===== config.mk =====
export PLATFORM = sky130hd
export DESIGN_NAME = mrp_core
export DESIGN_NICKNAME = d
export VERILOG_FILES = /design/src/core/mrp_pkg.sv /design/src/core/mrp_backoff.sv /design/src/core/mrp_core.sv
export SDC_FILE = /design/constraint.sdc
export NUM_CORES = 1
export LEC_CHECK = 0
export BUFFER_PORTS_ARGS = -buffer_cell sky130_fd_sc_hd__buf_2
export CAP_MARGIN = 20
export CORE_AREA = 2 2 155 157
export DETAILED_ROUTE_END_ITERATION = 12
export DIE_AREA = 0 0 157 159
export PLACE_DENSITY = 0.8
export SYNTH_ARGS = -nofsm -noshare
export SYNTH_HDL_FRONTEND = slang
export SYNTH_SLANG_ARGS = --single-unit
export TNS_END_PERCENT = 20

===== constraint.sdc =====
create_clock -name sys_clk_i -period 1.95 [get_ports sys_clk_i]
set_input_delay 0.195 -clock sys_clk_i [delete_from_list [all_inputs] [get_ports sys_clk_i]]
set_output_delay 0.195 -clock sys_clk_i [all_outputs]
set_load 0.01 [all_outputs]

===== src/core/mrp_pkg.sv =====
// Shared constants and carriers for the receive status and pause control block.
package mrp_pkg;
   localparam logic [7:0] MRP_OFF_CTRL = 8'h00;
   localparam logic [7:0] MRP_OFF_STAT = 8'h04;
   localparam logic [7:0] MRP_OFF_BUFL = 8'h08;
   localparam logic [7:0] MRP_OFF_BUFH = 8'h0C;
   localparam int MRP_C_LPBK = 0;
   localparam int MRP_C_FDX = 1;
   localparam int MRP_C_G1000 = 2;
   localparam int MRP_C_AR = 3;
   localparam int MRP_C_AER = 4;
   localparam int MRP_C_FCEN = 5;
   localparam logic [5:0] MRP_CTRL_RST = 6'h22;
   localparam int MRP_B_OWN = 31;
   localparam int MRP_B_LS = 28;
   localparam int MRP_B_FIFO_OVERRUN_FLAG = 23;
   localparam int MRP_B_RWT = 22;
   localparam int MRP_B_RES = 21;
   localparam int MRP_B_RUNT = 20;
   localparam int MRP_B_CRC = 19;
   localparam int MRP_B_PID = 17;
   localparam int MRP_B_IPF = 16;
   localparam int MRP_B_UDP_CHECKSUM_BAD = 15;
   localparam int MRP_B_TCP_CHECKSUM_BAD = 14;
   localparam int MRP_B_TAG = 16;
   localparam logic [15:0] MRP_VLAN_TPID = 16'h8100;
   localparam logic [13:0] MRP_LEN_GUARD = 14'h1000;
   localparam logic [13:0] MRP_RUNT_MIN = 14'h0040;
   localparam logic [15:0] MRP_PAUSE_STOP = 16'hFFFF;
   localparam logic [15:0] MRP_PAUSE_GO = 16'h0000;
   typedef struct packed {
      logic [2:0] priority_field;
      logic cfi;
      logic [3:0] vlan_id_high;
      logic [7:0] vlan_id_low;
   } mrp_vlan_t;
   typedef struct packed {
      logic [13:0] len;
      logic crc_err;
      logic alignment_error;
      logic fifo_ovf;
      logic [1:0] proto;
      logic ipv4_bad;
      logic udp_bad;
      logic tcp_bad;
      logic last_seg;
      logic [15:0] tag_type;
      mrp_vlan_t tag;
   } mrp_rx_info_t;
   typedef struct packed {
      logic [31:0] w3;
      logic [31:0] w2;
      logic [31:0] w1;
      logic [31:0] w0;
   } mrp_desc_t;
   typedef enum logic [1:0] {
      MRP_J_IDLE = 2'b00,
      MRP_J_WAIT = 2'b01,
      MRP_J_JAM = 2'b11
   } mrp_jam_t;
endpackage


===== src/core/mrp_backoff.sv =====
// Pause backoff timer counting 512-bit-time quanta.
`timescale 1ns/1ps
`default_nettype none
module mrp_backoff
   import mrp_pkg::*;
(
   input wire logic sys_clk_i,
   input wire logic reset_n_i,
   input wire logic pause_i,
   input wire logic [15:0] time_i,
   input wire logic tx_busy_i,
   input wire logic slot_tick_i,
   output logic hold_o
);
   logic pend_q;
   logic [15:0] pend_time_q;
   logic [15:0] cnt_q;

   // A nonzero pause taken during a frame is parked until the frame ends.
   always_ff @(posedge sys_clk_i or negedge reset_n_i)
   begin
      if (!reset_n_i)
      begin
         pend_q <= 1'b0;
         pend_time_q <= MRP_PAUSE_GO;
         cnt_q <= MRP_PAUSE_GO;
         hold_o <= 1'b0;
      end
      else if (pause_i && time_i == MRP_PAUSE_GO)
      begin
         pend_q <= 1'b0;
         cnt_q <= MRP_PAUSE_GO;
         hold_o <= 1'b0;
      end
      else if (pause_i && tx_busy_i)
      begin
         pend_q <= 1'b1;
         pend_time_q <= time_i;
      end
      else if (pause_i || (pend_q && !tx_busy_i))
      begin
         pend_q <= 1'b0;
         cnt_q <= pause_i ? time_i : pend_time_q;
         hold_o <= 1'b1;
      end
      else if (hold_o && slot_tick_i)
      begin
         cnt_q <= cnt_q - 16'h0001;
         hold_o <= (cnt_q != 16'h0001);
      end
   end

   property p_zero_release;
      @(posedge sys_clk_i) disable iff (!reset_n_i)
      pause_i && time_i == MRP_PAUSE_GO |=> !hold_o && !pend_q;
   endproperty
   a_zero_release: assert property (p_zero_release)
      else $error("Zero pause did not release the hold.");

   property p_defer;
      @(posedge sys_clk_i) disable iff (!reset_n_i)
      pause_i && time_i != MRP_PAUSE_GO && tx_busy_i && !hold_o |=> !hold_o && pend_q;
   endproperty
   a_defer: assert property (p_defer)
      else $error("Backoff began during a frame.");
endmodule
`default_nettype wire


===== src/core/mrp_core.sv =====
// Receive status write-back, loopback, collision jam and pause flow control.
`timescale 1ns/1ps
`default_nettype none
module mrp_core
   import mrp_pkg::*;
(
   input wire logic sys_clk_i,
   input wire logic reset_n_i,
   input wire logic wb_cyc_i,
   input wire logic wb_stb_i,
   input wire logic wb_we_i,
   input wire logic [7:0] wb_adr_i,
   input wire logic [3:0] wb_sel_i,
   input wire logic [31:0] wb_dat_i,
   output logic [31:0] wb_dat_o,
   output logic wb_ack_o,
   input wire logic [7:0] tx_d_i,
   input wire logic tx_en_i,
   input wire logic tx_preamble_i,
   input wire logic tx_busy_i,
   input wire logic [7:0] phy_rxd_i,
   input wire logic phy_rx_dv_i,
   output logic [7:0] phy_txd_o,
   output logic phy_tx_en_o,
   output logic [7:0] mac_rxd_o,
   output logic mac_rx_dv_o,
   output logic collision_o,
   output logic jam_o,
   input wire logic rx_done_i,
   input wire mrp_rx_info_t rx_info_i,
   output logic desc_wr_o,
   output mrp_desc_t desc_o,
   output logic frame_drop_o,
   output logic strip_tag_o,
   input wire logic autoneg_fc_i,
   input wire logic desc_avail_i,
   output logic pause_tx_req_o,
   output logic [15:0] pause_tx_time_o,
   input wire logic pause_tx_ack_i,
   input wire logic pause_rx_i,
   input wire logic [15:0] pause_rx_time_i,
   input wire logic slot_tick_i,
   output logic tx_pause_hold_o
);
   logic [5:0] ctrl_q;
   logic [31:0] bufl_q;
   logic [31:0] bufh_q;
   logic [7:0] coll_cnt_q;
   logic remote_paused_q;
   logic hold_w;
   logic fc_on;
   logic half_dx;
   logic collide;
   logic wb_req;
   logic wb_wr;
   logic [31:0] ctrl_wr;
   mrp_jam_t jam_q;
   mrp_jam_t jam_d;
   // Merges write data into a register under the byte enables.
   function automatic logic [31:0] mrp_merge(input logic [31:0] old,
                                             input logic [31:0] din,
                                             input logic [3:0] sel);
      logic [31:0] r;
      r = old;
      for (int i = 0; i < 4; i++)
      begin
         if (sel[i])
            r[i*8 +: 8] = din[i*8 +: 8];
      end
      return r;
   endfunction
   // True when any receive error feeds the summary bit.
   function automatic logic mrp_any_err(input mrp_rx_info_t f);
      return f.crc_err || f.alignment_error || (f.len < MRP_RUNT_MIN)
             || (f.len > MRP_LEN_GUARD);
   endfunction
   // True when the frame may be handed to the host.
   function automatic logic mrp_accept(input mrp_rx_info_t f,
                                       input logic [5:0] c);
      return (!(f.len < MRP_RUNT_MIN) || c[MRP_C_AR])
             && (!f.crc_err || c[MRP_C_AER]);
   endfunction
   assign wb_req = wb_cyc_i && wb_stb_i && !wb_ack_o;
   // Writes land at the edge that sees ack, while the master still holds the request.
   assign wb_wr = wb_cyc_i && wb_stb_i && wb_we_i && wb_ack_o;
   assign ctrl_wr = mrp_merge({26'h0000000, ctrl_q}, wb_dat_i, wb_sel_i);
   assign fc_on = ctrl_q[MRP_C_FDX] && ctrl_q[MRP_C_FCEN] && autoneg_fc_i;
   assign half_dx = !ctrl_q[MRP_C_FDX] && !ctrl_q[MRP_C_G1000];
   assign collide = half_dx && tx_en_i && phy_rx_dv_i && !ctrl_q[MRP_C_LPBK];
   // Slave answers one cycle after the request and drops ack after one cycle.
   always_ff @(posedge sys_clk_i or negedge reset_n_i)
   begin
      if (!reset_n_i)
         wb_ack_o <= 1'b0;
      else
         wb_ack_o <= wb_req;
   end
   always_ff @(posedge sys_clk_i or negedge reset_n_i)
   begin
      if (!reset_n_i)
      begin
         ctrl_q <= MRP_CTRL_RST;
         bufl_q <= 32'h00000000;
         bufh_q <= 32'h00000000;
      end
      else if (wb_wr)
      begin
         case (wb_adr_i)
            MRP_OFF_CTRL: ctrl_q <= ctrl_wr[5:0];
            MRP_OFF_BUFL: bufl_q <= mrp_merge(bufl_q, wb_dat_i, wb_sel_i);
            MRP_OFF_BUFH: bufh_q <= mrp_merge(bufh_q, wb_dat_i, wb_sel_i);
            default: ctrl_q <= ctrl_q;
         endcase
      end
   end
   // Unmapped addresses read as zero and writes to them are dropped.
   always_ff @(posedge sys_clk_i or negedge reset_n_i)
   begin
      if (!reset_n_i)
      begin
         wb_dat_o <= 32'h00000000;
      end
      else if (wb_req && !wb_we_i)
      begin
         case (wb_adr_i)
            MRP_OFF_CTRL: wb_dat_o <= {26'h0000000, ctrl_q};
            MRP_OFF_STAT: wb_dat_o <= {16'h0000, coll_cnt_q, 4'h0, pause_tx_req_o,
                                       remote_paused_q, tx_pause_hold_o, fc_on};
            MRP_OFF_BUFL: wb_dat_o <= bufl_q;
            MRP_OFF_BUFH: wb_dat_o <= bufh_q;
            default: wb_dat_o <= 32'h00000000;
         endcase
      end
   end
   // Loopback keeps transmit away from the PHY and feeds it to receive.
   always_ff @(posedge sys_clk_i or negedge reset_n_i)
   begin
      if (!reset_n_i)
      begin
         phy_txd_o <= 8'h00;
         phy_tx_en_o <= 1'b0;
         mac_rxd_o <= 8'h00;
         mac_rx_dv_o <= 1'b0;
      end
      else
      begin
         phy_txd_o <= ctrl_q[MRP_C_LPBK] ? 8'h00 : tx_d_i;
         phy_tx_en_o <= tx_en_i && !ctrl_q[MRP_C_LPBK];
         mac_rxd_o <= ctrl_q[MRP_C_LPBK] ? tx_d_i : phy_rxd_i;
         mac_rx_dv_o <= ctrl_q[MRP_C_LPBK] ? tx_en_i : phy_rx_dv_i;
      end
   end
   // The preamble signal covers the JK pair at 100 Mb/s.
   always_comb
   begin
      jam_d = jam_q;
      case (jam_q)
         MRP_J_IDLE:
            if (collide)
               jam_d = tx_preamble_i ? MRP_J_WAIT : MRP_J_JAM;
         MRP_J_WAIT:
            if (!tx_preamble_i)
               jam_d = MRP_J_JAM;
         MRP_J_JAM: jam_d = MRP_J_IDLE;
         default: jam_d = MRP_J_IDLE;
      endcase
   end
   always_ff @(posedge sys_clk_i or negedge reset_n_i)
   begin
      if (!reset_n_i)
      begin
         jam_q <= MRP_J_IDLE;
         jam_o <= 1'b0;
         collision_o <= 1'b0;
         coll_cnt_q <= 8'h00;
      end
      else
      begin
         jam_q <= jam_d;
         jam_o <= (jam_d == MRP_J_JAM);
         collision_o <= collide;
         if (collide && jam_q == MRP_J_IDLE && coll_cnt_q != 8'hFF)
         begin
            coll_cnt_q <= coll_cnt_q + 8'h01;
         end
      end
   end
   // Status write-back builds all four descriptor words in one cycle.
   always_ff @(posedge sys_clk_i or negedge reset_n_i)
   begin
      if (!reset_n_i)
      begin
         desc_wr_o <= 1'b0;
         frame_drop_o <= 1'b0;
         strip_tag_o <= 1'b0;
         desc_o <= '0;
      end
      else
      begin
         desc_wr_o <= rx_done_i && mrp_accept(rx_info_i, ctrl_q);
         frame_drop_o <= rx_done_i && !mrp_accept(rx_info_i, ctrl_q);
         strip_tag_o <= rx_done_i && rx_info_i.tag_type == MRP_VLAN_TPID;
         if (rx_done_i)
         begin
            desc_o.w0 <= 32'h00000000;
            desc_o.w0[MRP_B_OWN] <= 1'b0;
            desc_o.w0[MRP_B_LS] <= rx_info_i.last_seg;
            desc_o.w0[MRP_B_FIFO_OVERRUN_FLAG] <= rx_info_i.fifo_ovf;
            desc_o.w0[MRP_B_RWT] <= rx_info_i.len > MRP_LEN_GUARD;
            desc_o.w0[MRP_B_RES] <= rx_info_i.last_seg && mrp_any_err(rx_info_i);
            desc_o.w0[MRP_B_RUNT] <= rx_info_i.len < MRP_RUNT_MIN;
            desc_o.w0[MRP_B_CRC] <= rx_info_i.crc_err;
            desc_o.w0[MRP_B_PID +: 2] <= rx_info_i.proto;
            desc_o.w0[MRP_B_IPF] <= rx_info_i.ipv4_bad;
            desc_o.w0[MRP_B_UDP_CHECKSUM_BAD] <= rx_info_i.udp_bad;
            desc_o.w0[MRP_B_TCP_CHECKSUM_BAD] <= rx_info_i.tcp_bad;
            desc_o.w0[13:0] <= rx_info_i.last_seg ? rx_info_i.len : 14'h0000;
            desc_o.w1 <= 32'h00000000;
            if (rx_info_i.tag_type == MRP_VLAN_TPID)
            begin
               desc_o.w1[MRP_B_TAG] <= 1'b1;
               desc_o.w1[15:0] <= rx_info_i.tag;
            end
            desc_o.w2 <= bufl_q;
            desc_o.w3 <= bufh_q;
         end
      end
   end
   // One pause request is outstanding at a time; the ack marks it sent.
   always_ff @(posedge sys_clk_i or negedge reset_n_i)
   begin
      if (!reset_n_i)
      begin
         pause_tx_req_o <= 1'b0;
         pause_tx_time_o <= MRP_PAUSE_GO;
         remote_paused_q <= 1'b0;
      end
      else if (pause_tx_req_o)
      begin
         if (pause_tx_ack_i)
         begin
            pause_tx_req_o <= 1'b0;
            remote_paused_q <= (pause_tx_time_o == MRP_PAUSE_STOP);
         end
      end
      else if (fc_on && !desc_avail_i && !remote_paused_q)
      begin
         pause_tx_req_o <= 1'b1;
         pause_tx_time_o <= MRP_PAUSE_STOP;
      end
      else if (desc_avail_i && remote_paused_q)
      begin
         pause_tx_req_o <= 1'b1;
         pause_tx_time_o <= MRP_PAUSE_GO;
      end
   end
   mrp_backoff u_backoff (
      .sys_clk_i(sys_clk_i),
      .reset_n_i(reset_n_i),
      .pause_i(pause_rx_i && fc_on),
      .time_i(pause_rx_time_i),
      .tx_busy_i(tx_busy_i),
      .slot_tick_i(slot_tick_i),
      .hold_o(hold_w)
   );
   // The hold gates data frames only; the pause request path ignores it.
   always_ff @(posedge sys_clk_i or negedge reset_n_i)
   begin
      if (!reset_n_i)
         tx_pause_hold_o <= 1'b0;
      else
         tx_pause_hold_o <= hold_w;
   end
   property p_guard;
      @(posedge sys_clk_i) disable iff (!reset_n_i)
      rx_done_i && rx_info_i.len > MRP_LEN_GUARD && !rx_info_i.crc_err
      |=> desc_wr_o && desc_o.w0[MRP_B_RWT];
   endproperty
   a_guard: assert property (p_guard)
      else $error("Overlong frame not flagged.");
   property p_runt_drop;
      @(posedge sys_clk_i) disable iff (!reset_n_i)
      rx_done_i && rx_info_i.len < MRP_RUNT_MIN && !ctrl_q[MRP_C_AR]
      |=> frame_drop_o && !desc_wr_o;
   endproperty
   a_runt_drop: assert property (p_runt_drop)
      else $error("Runt delivered while not allowed.");
   property p_crc_drop;
      @(posedge sys_clk_i) disable iff (!reset_n_i)
      rx_done_i && rx_info_i.crc_err && !ctrl_q[MRP_C_AER] |=> !desc_wr_o;
   endproperty
   a_crc_drop: assert property (p_crc_drop)
      else $error("CRC frame delivered while not allowed.");
   property p_summary;
      @(posedge sys_clk_i) disable iff (!reset_n_i)
      desc_wr_o && desc_o.w0[MRP_B_LS]
      && (desc_o.w0[MRP_B_CRC] || desc_o.w0[MRP_B_RUNT] || desc_o.w0[MRP_B_RWT])
      |-> desc_o.w0[MRP_B_RES];
   endproperty
   a_summary: assert property (p_summary)
      else $error("Error summary missing.");
   property p_tag;
      @(posedge sys_clk_i) disable iff (!reset_n_i)
      rx_done_i && rx_info_i.tag_type == MRP_VLAN_TPID
      |=> strip_tag_o && desc_o.w1[MRP_B_TAG] && desc_o.w1[15:0] == $past(rx_info_i.tag);
   endproperty
   a_tag: assert property (p_tag)
      else $error("Value_a not captured.");
   property p_owner;
      @(posedge sys_clk_i) disable iff (!reset_n_i)
      desc_wr_o |-> !desc_o.w0[MRP_B_OWN] && desc_o.w0[MRP_B_LS] == $past(rx_info_i.last_seg);
   endproperty
   a_owner: assert property (p_owner)
      else $error("Ownership or last segment wrong.");
   property p_no_coll;
      @(posedge sys_clk_i) disable iff (!reset_n_i)
      ctrl_q[MRP_C_FDX] || ctrl_q[MRP_C_G1000] |=> !collision_o;
   endproperty
   a_no_coll: assert property (p_no_coll)
      else $error("Collision outside half duplex.");
   property p_preamble;
      @(posedge sys_clk_i) disable iff (!reset_n_i)
      jam_q == MRP_J_WAIT && tx_preamble_i |=> !jam_o;
   endproperty
   a_preamble: assert property (p_preamble)
      else $error("Jam started inside the preamble.");
   property p_loop;
      @(posedge sys_clk_i) disable iff (!reset_n_i)
      ctrl_q[MRP_C_LPBK] && tx_en_i |=> mac_rx_dv_o && !phy_tx_en_o;
   endproperty
   a_loop: assert property (p_loop)
      else $error("Loopback reached the PHY.");
   property p_stop;
      @(posedge sys_clk_i) disable iff (!reset_n_i)
      $rose(pause_tx_req_o) && !desc_avail_i
      |-> pause_tx_time_o == MRP_PAUSE_STOP && $past(fc_on);
   endproperty
   a_stop: assert property (p_stop)
      else $error("Wrong pause time when out of descriptors.");
endmodule
`default_nettype wire


* Yosys cells after proc, flatten, opt, wreduce, memory -nomap -nowiden
Cells that the tools add are included.
** Operators by class
- Bitwise gates (word level) :: 2
- Equality and inequality tests :: 10
- Add/sub/neg operators :: 2
- Mux-type cells :: 28
- Order comparisons :: 2
- Reduce and logical (&&, ||, !) cells :: 63
** Operators with widths (count)
- case mux 32 bit (4 select lines) :: 1
- 2-to-1 mux 16 bit :: 7
- == test 16 bit, second input constant :: 2
- logical AND 1 bit :: 27
- AND reduction 3 bit :: 9
- 2-to-1 mux 17 bit :: 1
- == test 8 x 4 -> 1 bit, second input constant :: 2
- logical NOT 16 bit :: 1
- 2-to-1 mux 8 bit :: 2
- inequality test 16 x 1 -> 1 bit, second input constant :: 1
- subtractor 16 x 1 -> 16 bit, second input constant :: 1
- > comparator 14 x 13 -> 1 bit, second input constant :: 1
- < comparator 14 x 7 -> 1 bit, second input constant :: 1
- 2-to-1 mux 14 bit :: 1
- 2-to-1 mux 1 bit :: 12
- logical NOT 1 bit :: 11
- adder 8 x 1 -> 8 bit, second input constant :: 1
- == test 8 x 3 -> 1 bit, second input constant :: 1
- logical NOT 8 bit :: 1
- inequality test 8 bit, second input constant :: 1
- AND reduction 2 bit :: 4
- logical OR 1 bit :: 6
- 2-to-1 mux 2 bit :: 3
- nonzero test 3 bit :: 2
- 7 further kinds :: 8
** Word-level totals
- Input bits :: 146
- Bits in registers :: 295
- Output and inout bits :: 202

* Longest topological paths before layout
- Depth after elaboration :: 8
- Depth in mapped cells :: 7
- Gate-level depth less buffers :: 7

* By module
A second synthesis with hierarchy kept.
** Unflattened totals
- Cells, all modules :: 989
- Area total of the unflattened synthesis :: 12040.3 um^2
** By module, submodules not included
- mrp_core :: times used 1, sequential area each 6158.4 um^2, cells an instance 740, area each 10038.4 um^2
- mrp_backoff :: times used 1, sequential area each 850.8 um^2, cells an instance 249, area each 2001.9 um^2

* Worst setup path before layout
Ideal clock, no wire load.
- Kind :: register to register
- From :: register ctrl_q[5]
- To :: register u_backoff.cnt_q[13]
- Setup slack :: 281 ps
- Data arrival time :: 1550 ps
- Clock period less this slack :: 1669 ps
- Stages on the path, launching flop included :: 7
- Buffers on the path :: 2
- Cell sequence :: dfstp_2 -> and4_1 -> buf_2 -> nor2_2 -> a32o_2 -> buf_2 -> a21o_1
** On the way
- Cells in the longest elaborated chain, start to end :: 7
- Elaborated cells on any way between the ends :: 13
** RTL lines
- start: declaration :: line mrp_core.sv:45 : logic [5:0] ctrl_q;
- start signal: assignment :: line mrp_core.sv:109 : MRP_OFF_CTRL: ctrl_q <= ctrl_wr[5:0];
- start signal: assignment :: line mrp_core.sv:112 : default: ctrl_q <= ctrl_q;
- logical AND 1 bit * (2 in series) :: line mrp_core.sv:87 : assign fc_on = ctrl_q[MRP_C_FDX] && ctrl_q[MRP_C_FCEN] && autoneg_fc_i;
- logical AND 1 bit * :: line mrp_core.sv:260 : .pause_i(pause_rx_i && fc_on),
- 2-to-1 mux 16 bit or logical OR 1 bit (tied branches) :: line mrp_backoff.sv:43, mrp_backoff.sv:40
- 2-to-1 mux 16 bit :: line mrp_backoff.sv:40 : else if (pause_i || (pend_q && !tx_busy_i))
- 2-to-1 mux 16 bit :: line mrp_backoff.sv:35 : else if (pause_i && tx_busy_i)
- 2-to-1 mux 16 bit :: line mrp_backoff.sv:29 : else if (pause_i && time_i == MRP_PAUSE_GO)
- end signal: assignment :: line mrp_backoff.sv:43 : cnt_q <= pause_i ? time_i : pend_time_q;
- end signal: assignment :: line mrp_backoff.sv:48 : cnt_q <= cnt_q - 16'h0001;
- end: declaration :: line mrp_backoff.sv:17 : logic [15:0] cnt_q;
Every way passes the cells marked *; elsewhere a longest branch is shown, timed or not. The select of a mux whose other input is x is not followed.
A chain may end at the register's enable or synchronous reset.

* Worst setup path after layout
- From :: register ctrl_q[5]
- To :: register u_backoff.cnt_q[10]
Same word-level chain as after synthesis.

==> out/results.env <==
HOLD_SLACK_NS=0.0352
POST-CTS-SETUP-BUFFER-COUNT=0
WL_PER_CELL_UM=21.0
TIMING.CRITICAL_PATH.CELLS='and4_1 -> nor2_2 -> a32o_2 -> o21bai_1 -> a21o_1'
PERIOD_SHARE_PCT=95.2
SYNTHCELLS=957
YS_FF_LATCH=280
REG2REG_SLACK_NS=0.09
FIRST_GLOBAL_VIAS=10100
DETAILED_ROUTE_VIAS_PER_INSTANCE=5.55
DIE_HEIGHT_UM=159
YOSYS.AREA_SHARE.SIMPLE_PCT=9.51
DRC_VIOLATION_COUNT_AFTER_ROUTING=0
VDD_DROP_MAX_V=0.000565
REPORT.FINAL.SETUP_VIOL=0
FLOORPLAN.CORE_AREA_MM2=0.0232
HTREEDEPTH=1
GRTUSAGETOTAL_PCT=29.5
CTS_TREE='built'
SYNTH-XOR-AREA-SHARE_PCT=0.803
FF_LATCH_AREA_MM2=0.00701
DETAILROUTE.VIA_COUNT=9729
SYNTH_ENABLE_FLOP_CELLS=0
FINISH.UTILIZATION_PCT=69.8
CRITICAL_PATH_PEAK_FANOUT=7
NUM-FILL-CELLS=1513
GRT_OVERFLOW=0
YOSYS-MUX-AREA-FRACTION_PCT=17.3
MIN_FROM='rx_info_i[30]'
POSTLAYOUTCELLAREA_MM2=0.0162
STATIC-LEAKAGE-POWER_nW=8.42
ANTENNA_FOUND_INITIAL=9
PWR_DENSITY_CELL_mW_PER_MM2=793
CRITPATHLAUNCH='ctrl_q[5]'
ROOT_BUFFER='sky130_fd_sc_hd__clkbuf_16'
GRT_START_MAX_NET_PINS=104
GRT_FIRST_PASS_WIRELENGTH_UM=56900
DRT-INITIAL-DRC-COUNT=763
CP_SLOWEST_CELL='sky130_fd_sc_hd__dfstp_2'
DIE_W_UM=157
POST_ROUTE_CELLS_DRIVE_ABOVE_1_SHARE_PCT=43.4
FINALMAXSLEWVIOLATIONS=0
TIMING.SLEW.HEADROOM_PCT=56.0
FINAL.SETUP.TNS_NS=0
CLOCK_TREE.BUFFER_DEPTH=3
BOUNDARYPINS=348
CTS_BUFFERS=28
ANT_NETS=0
MULTI_INPUT_AREA_MM2=0.00447
NETS=1556
WIRELENGTH_UM=36900
DIEAREA_MM2=0.0250
POST_DP_CELL_AREA_MM2=0.0141
DOMINANT_SYNTHESIZED_FLOP_CELL='sky130_fd_sc_hd__dfrtp_1'
SYNTHDISTINCTLIBCELLS=70
YS_WARN_COUNT=0
PATH_CLASS='flop to flop'
NUM_ROWS=56
TOTAL_POWER_W=0.0128
WORSTMARGINPINSLEW_NS=0.658
WORST_EP_REQUIRED_TIME_NS=2.37
GRT_SETUP_UNREPAIRED='no'
CLK-INSERTION-DELAY-LATE_NS=0.53
MAIN_COMBINATIONAL_CELL_FAMILY_BY_AREA_AFTER_SYNTHESIS='multiplexers'
OUTCOME='finished, final reports clean'
RR_STARTPOINT='ctrl_q[5]'
YS_ASYNC_SR_FRACTION_PCT=100
CTS.CLK_SLEW.WORST_PATHS_NS=0.07
HOLD_VIOL_FINAL=0
FLOW.AREA_GROWTH_FROM_SYNTHESIS_PCT=35.0
WORST_CLOCK_SKEW_ON_THE_FINAL_LAYOUT_NS=0.00713
SLOWEST_DELAY_NS=0.56
TRITONCTS_NUM_SINKS=280
NUMPORTBUFFERS=325
ENDPOINT_KIND='flop'
WORSTSETUPSTARTPOINTTYPE='flop'
DP.FINAL_HPWL_UM=23600
START_UTIL_PCT=51.7
DRTPASS1ITERATIONS=5
SYNTH_COMPOUND_GATE_AREA_SHARE_PCT=8.51
FIN_CRIT_NS=1.86
SYNTH_SEQ_AREA_SHARE_PCT=58.4
GLOBALPLACE.CONGESTION=0.926
POST_SYNTH.CELL_AREA_AVG_UM2=12.5
MAX_CAP_VIOLATIONS=0
HOLD_CLASS='input port to flop'
POST_SYNTHESIS_INSTANCE_AREA_MM2=0.0120
FMAX_MHz=539
SYNTH-ADDER-AREA-SHARE_PCT=0.313
CRITPATHARRIVALTIME_NS=2.27
logic make-up (layout without fill, tap and decap cells):
group	Yosys count	after routing
AOI/OAI and AO/OA	144	144
and+or+nand+nor	222	222
buffers and inverters	112	562
adders and majority gates	3	3
DFF	280	280
xor gates and xnor gates	11	11
other	1	29
muxes	184	184
synth_stat cells, types with 4 or more instances:
library cell	count	area share (%)
sky130_fd_sc_hd__nand2b_1	4	0.21
sky130_fd_sc_hd__a221oi_1	21	1.5
sky130_fd_sc_hd__and3_1	13	0.68
sky130_fd_sc_hd__o21ai_0	44	1.8
sky130_fd_sc_hd__nor2_1	67	2.1
sky130_fd_sc_hd__a21oi_1	9	0.38
sky130_fd_sc_hd__clkbuf_1	23	0.72
sky130_fd_sc_hd__a22oi_1	10	0.63
sky130_fd_sc_hd__a211oi_1	6	0.38
sky130_fd_sc_hd__a22o_1	16	1.2
sky130_fd_sc_hd__a21o_1	6	0.38
sky130_fd_sc_hd__nor4_1	7	0.37
sky130_fd_sc_hd__dfrtp_1	278	58
sky130_fd_sc_hd__or3_1	4	0.21
sky130_fd_sc_hd__nor3b_1	6	0.38
sky130_fd_sc_hd__nand4_1	6	0.31
sky130_fd_sc_hd__buf_4	39	2.4
sky130_fd_sc_hd__mux2_2	179	17
sky130_fd_sc_hd__buf_2	27	1.1
sky130_fd_sc_hd__inv_1	20	0.63
sky130_fd_sc_hd__nor2b_1	15	0.78
sky130_fd_sc_hd__xnor2_1	8	0.58
sky130_fd_sc_hd__nand3_1	27	1.1
sky130_fd_sc_hd__nor3_1	11	0.46
sky130_fd_sc_hd__nand2_1	46	1.4
worst paths after layout:
path | to | cells after the start
max in group asynchronous | desc_o[87] | 3
min in group asynchronous | desc_o[18] | 2
worst min register to register | tx_pause_hold_o | 0
worst max register to register | u_backoff.cnt_q[10] | 5
worst min-delay path | strip_tag_o | 3
worst max-delay path | u_backoff.cnt_q[10] | 5
layout make-up:
class / count / share of cell area [%]
flip-flops and latches: 280 / 43.3
multi-input cells: 586 / 27.6
repair buffers: 490 / 20.5
clock buffers: 38 / 5.00
well taps: 319 / 2.46
clock inverters: 13 / 0.595
inverters: 21 / 0.487
diodes: 7 / 0.108
per-stage QoR:
stage          cells  worst slack, ns
3_5_place_dp    1582           0.0550
5_1_grt         1753           0.0148
4_1_cts         1747            0.104
2_1_floorplan    978            0.281
3_3_place_gp    1582           0.0743
6_report        1754           0.0933
layer usage:
layer	wire (um)	track usage [%]
met4	2090	15.6
met3	3170	8.71
met5	24	0
met1	13100	33.2
met2	18500	50.2
placed cells by master (no fill, tap or decap), drive strengths merged, types with 22 or more instances in the layout:
cell type    instances
dfrtp              278
nor2                69
o21ai               45
buf                376
dlygate4sd3        114
nand3               28
mux2               180
clkbuf              38
nand2               46
conb                22
registers in the layout, indices dropped and copies added, names as in the netlist, 2 cells and up:
| name | cells |
|---|---|
| desc_o | 106 |
| jam_q | 2 |
| bufh_q | 32 |
| u_backoff.pend_time_q | 16 |
| coll_cnt_q | 8 |
| phy_txd_o | 8 |
| u_backoff.cnt_q | 16 |
| mac_rxd_o | 8 |
| ctrl_q | 6 |
| wb_dat_o | 32 |
| bufl_q | 32 |
critical path: cells and delay by family (launching register included):
family | cells | cell delay, ns
flip-flops | 1 | 0.56
AO/OA/AOI/OAI | 3 | 0.69
AND/OR/NAND/NOR | 2 | 0.49
power by group:
part / switching (W) / internal, W
Sequential: 0.000162 / 0.00602
Combinational: 0.000740 / 0.000622
Clock: 0.00226 / 0.00303
Total: 0.00317 / 0.00967
what timing repair did:
item / CTS / global route
gates resized for setup: 0 / 1
hold endpoints to repair: 360 / 0
hold buffers: 114 / 0
setup endpoints to repair: 0 / 14
(Power assumes the default switching activity.)
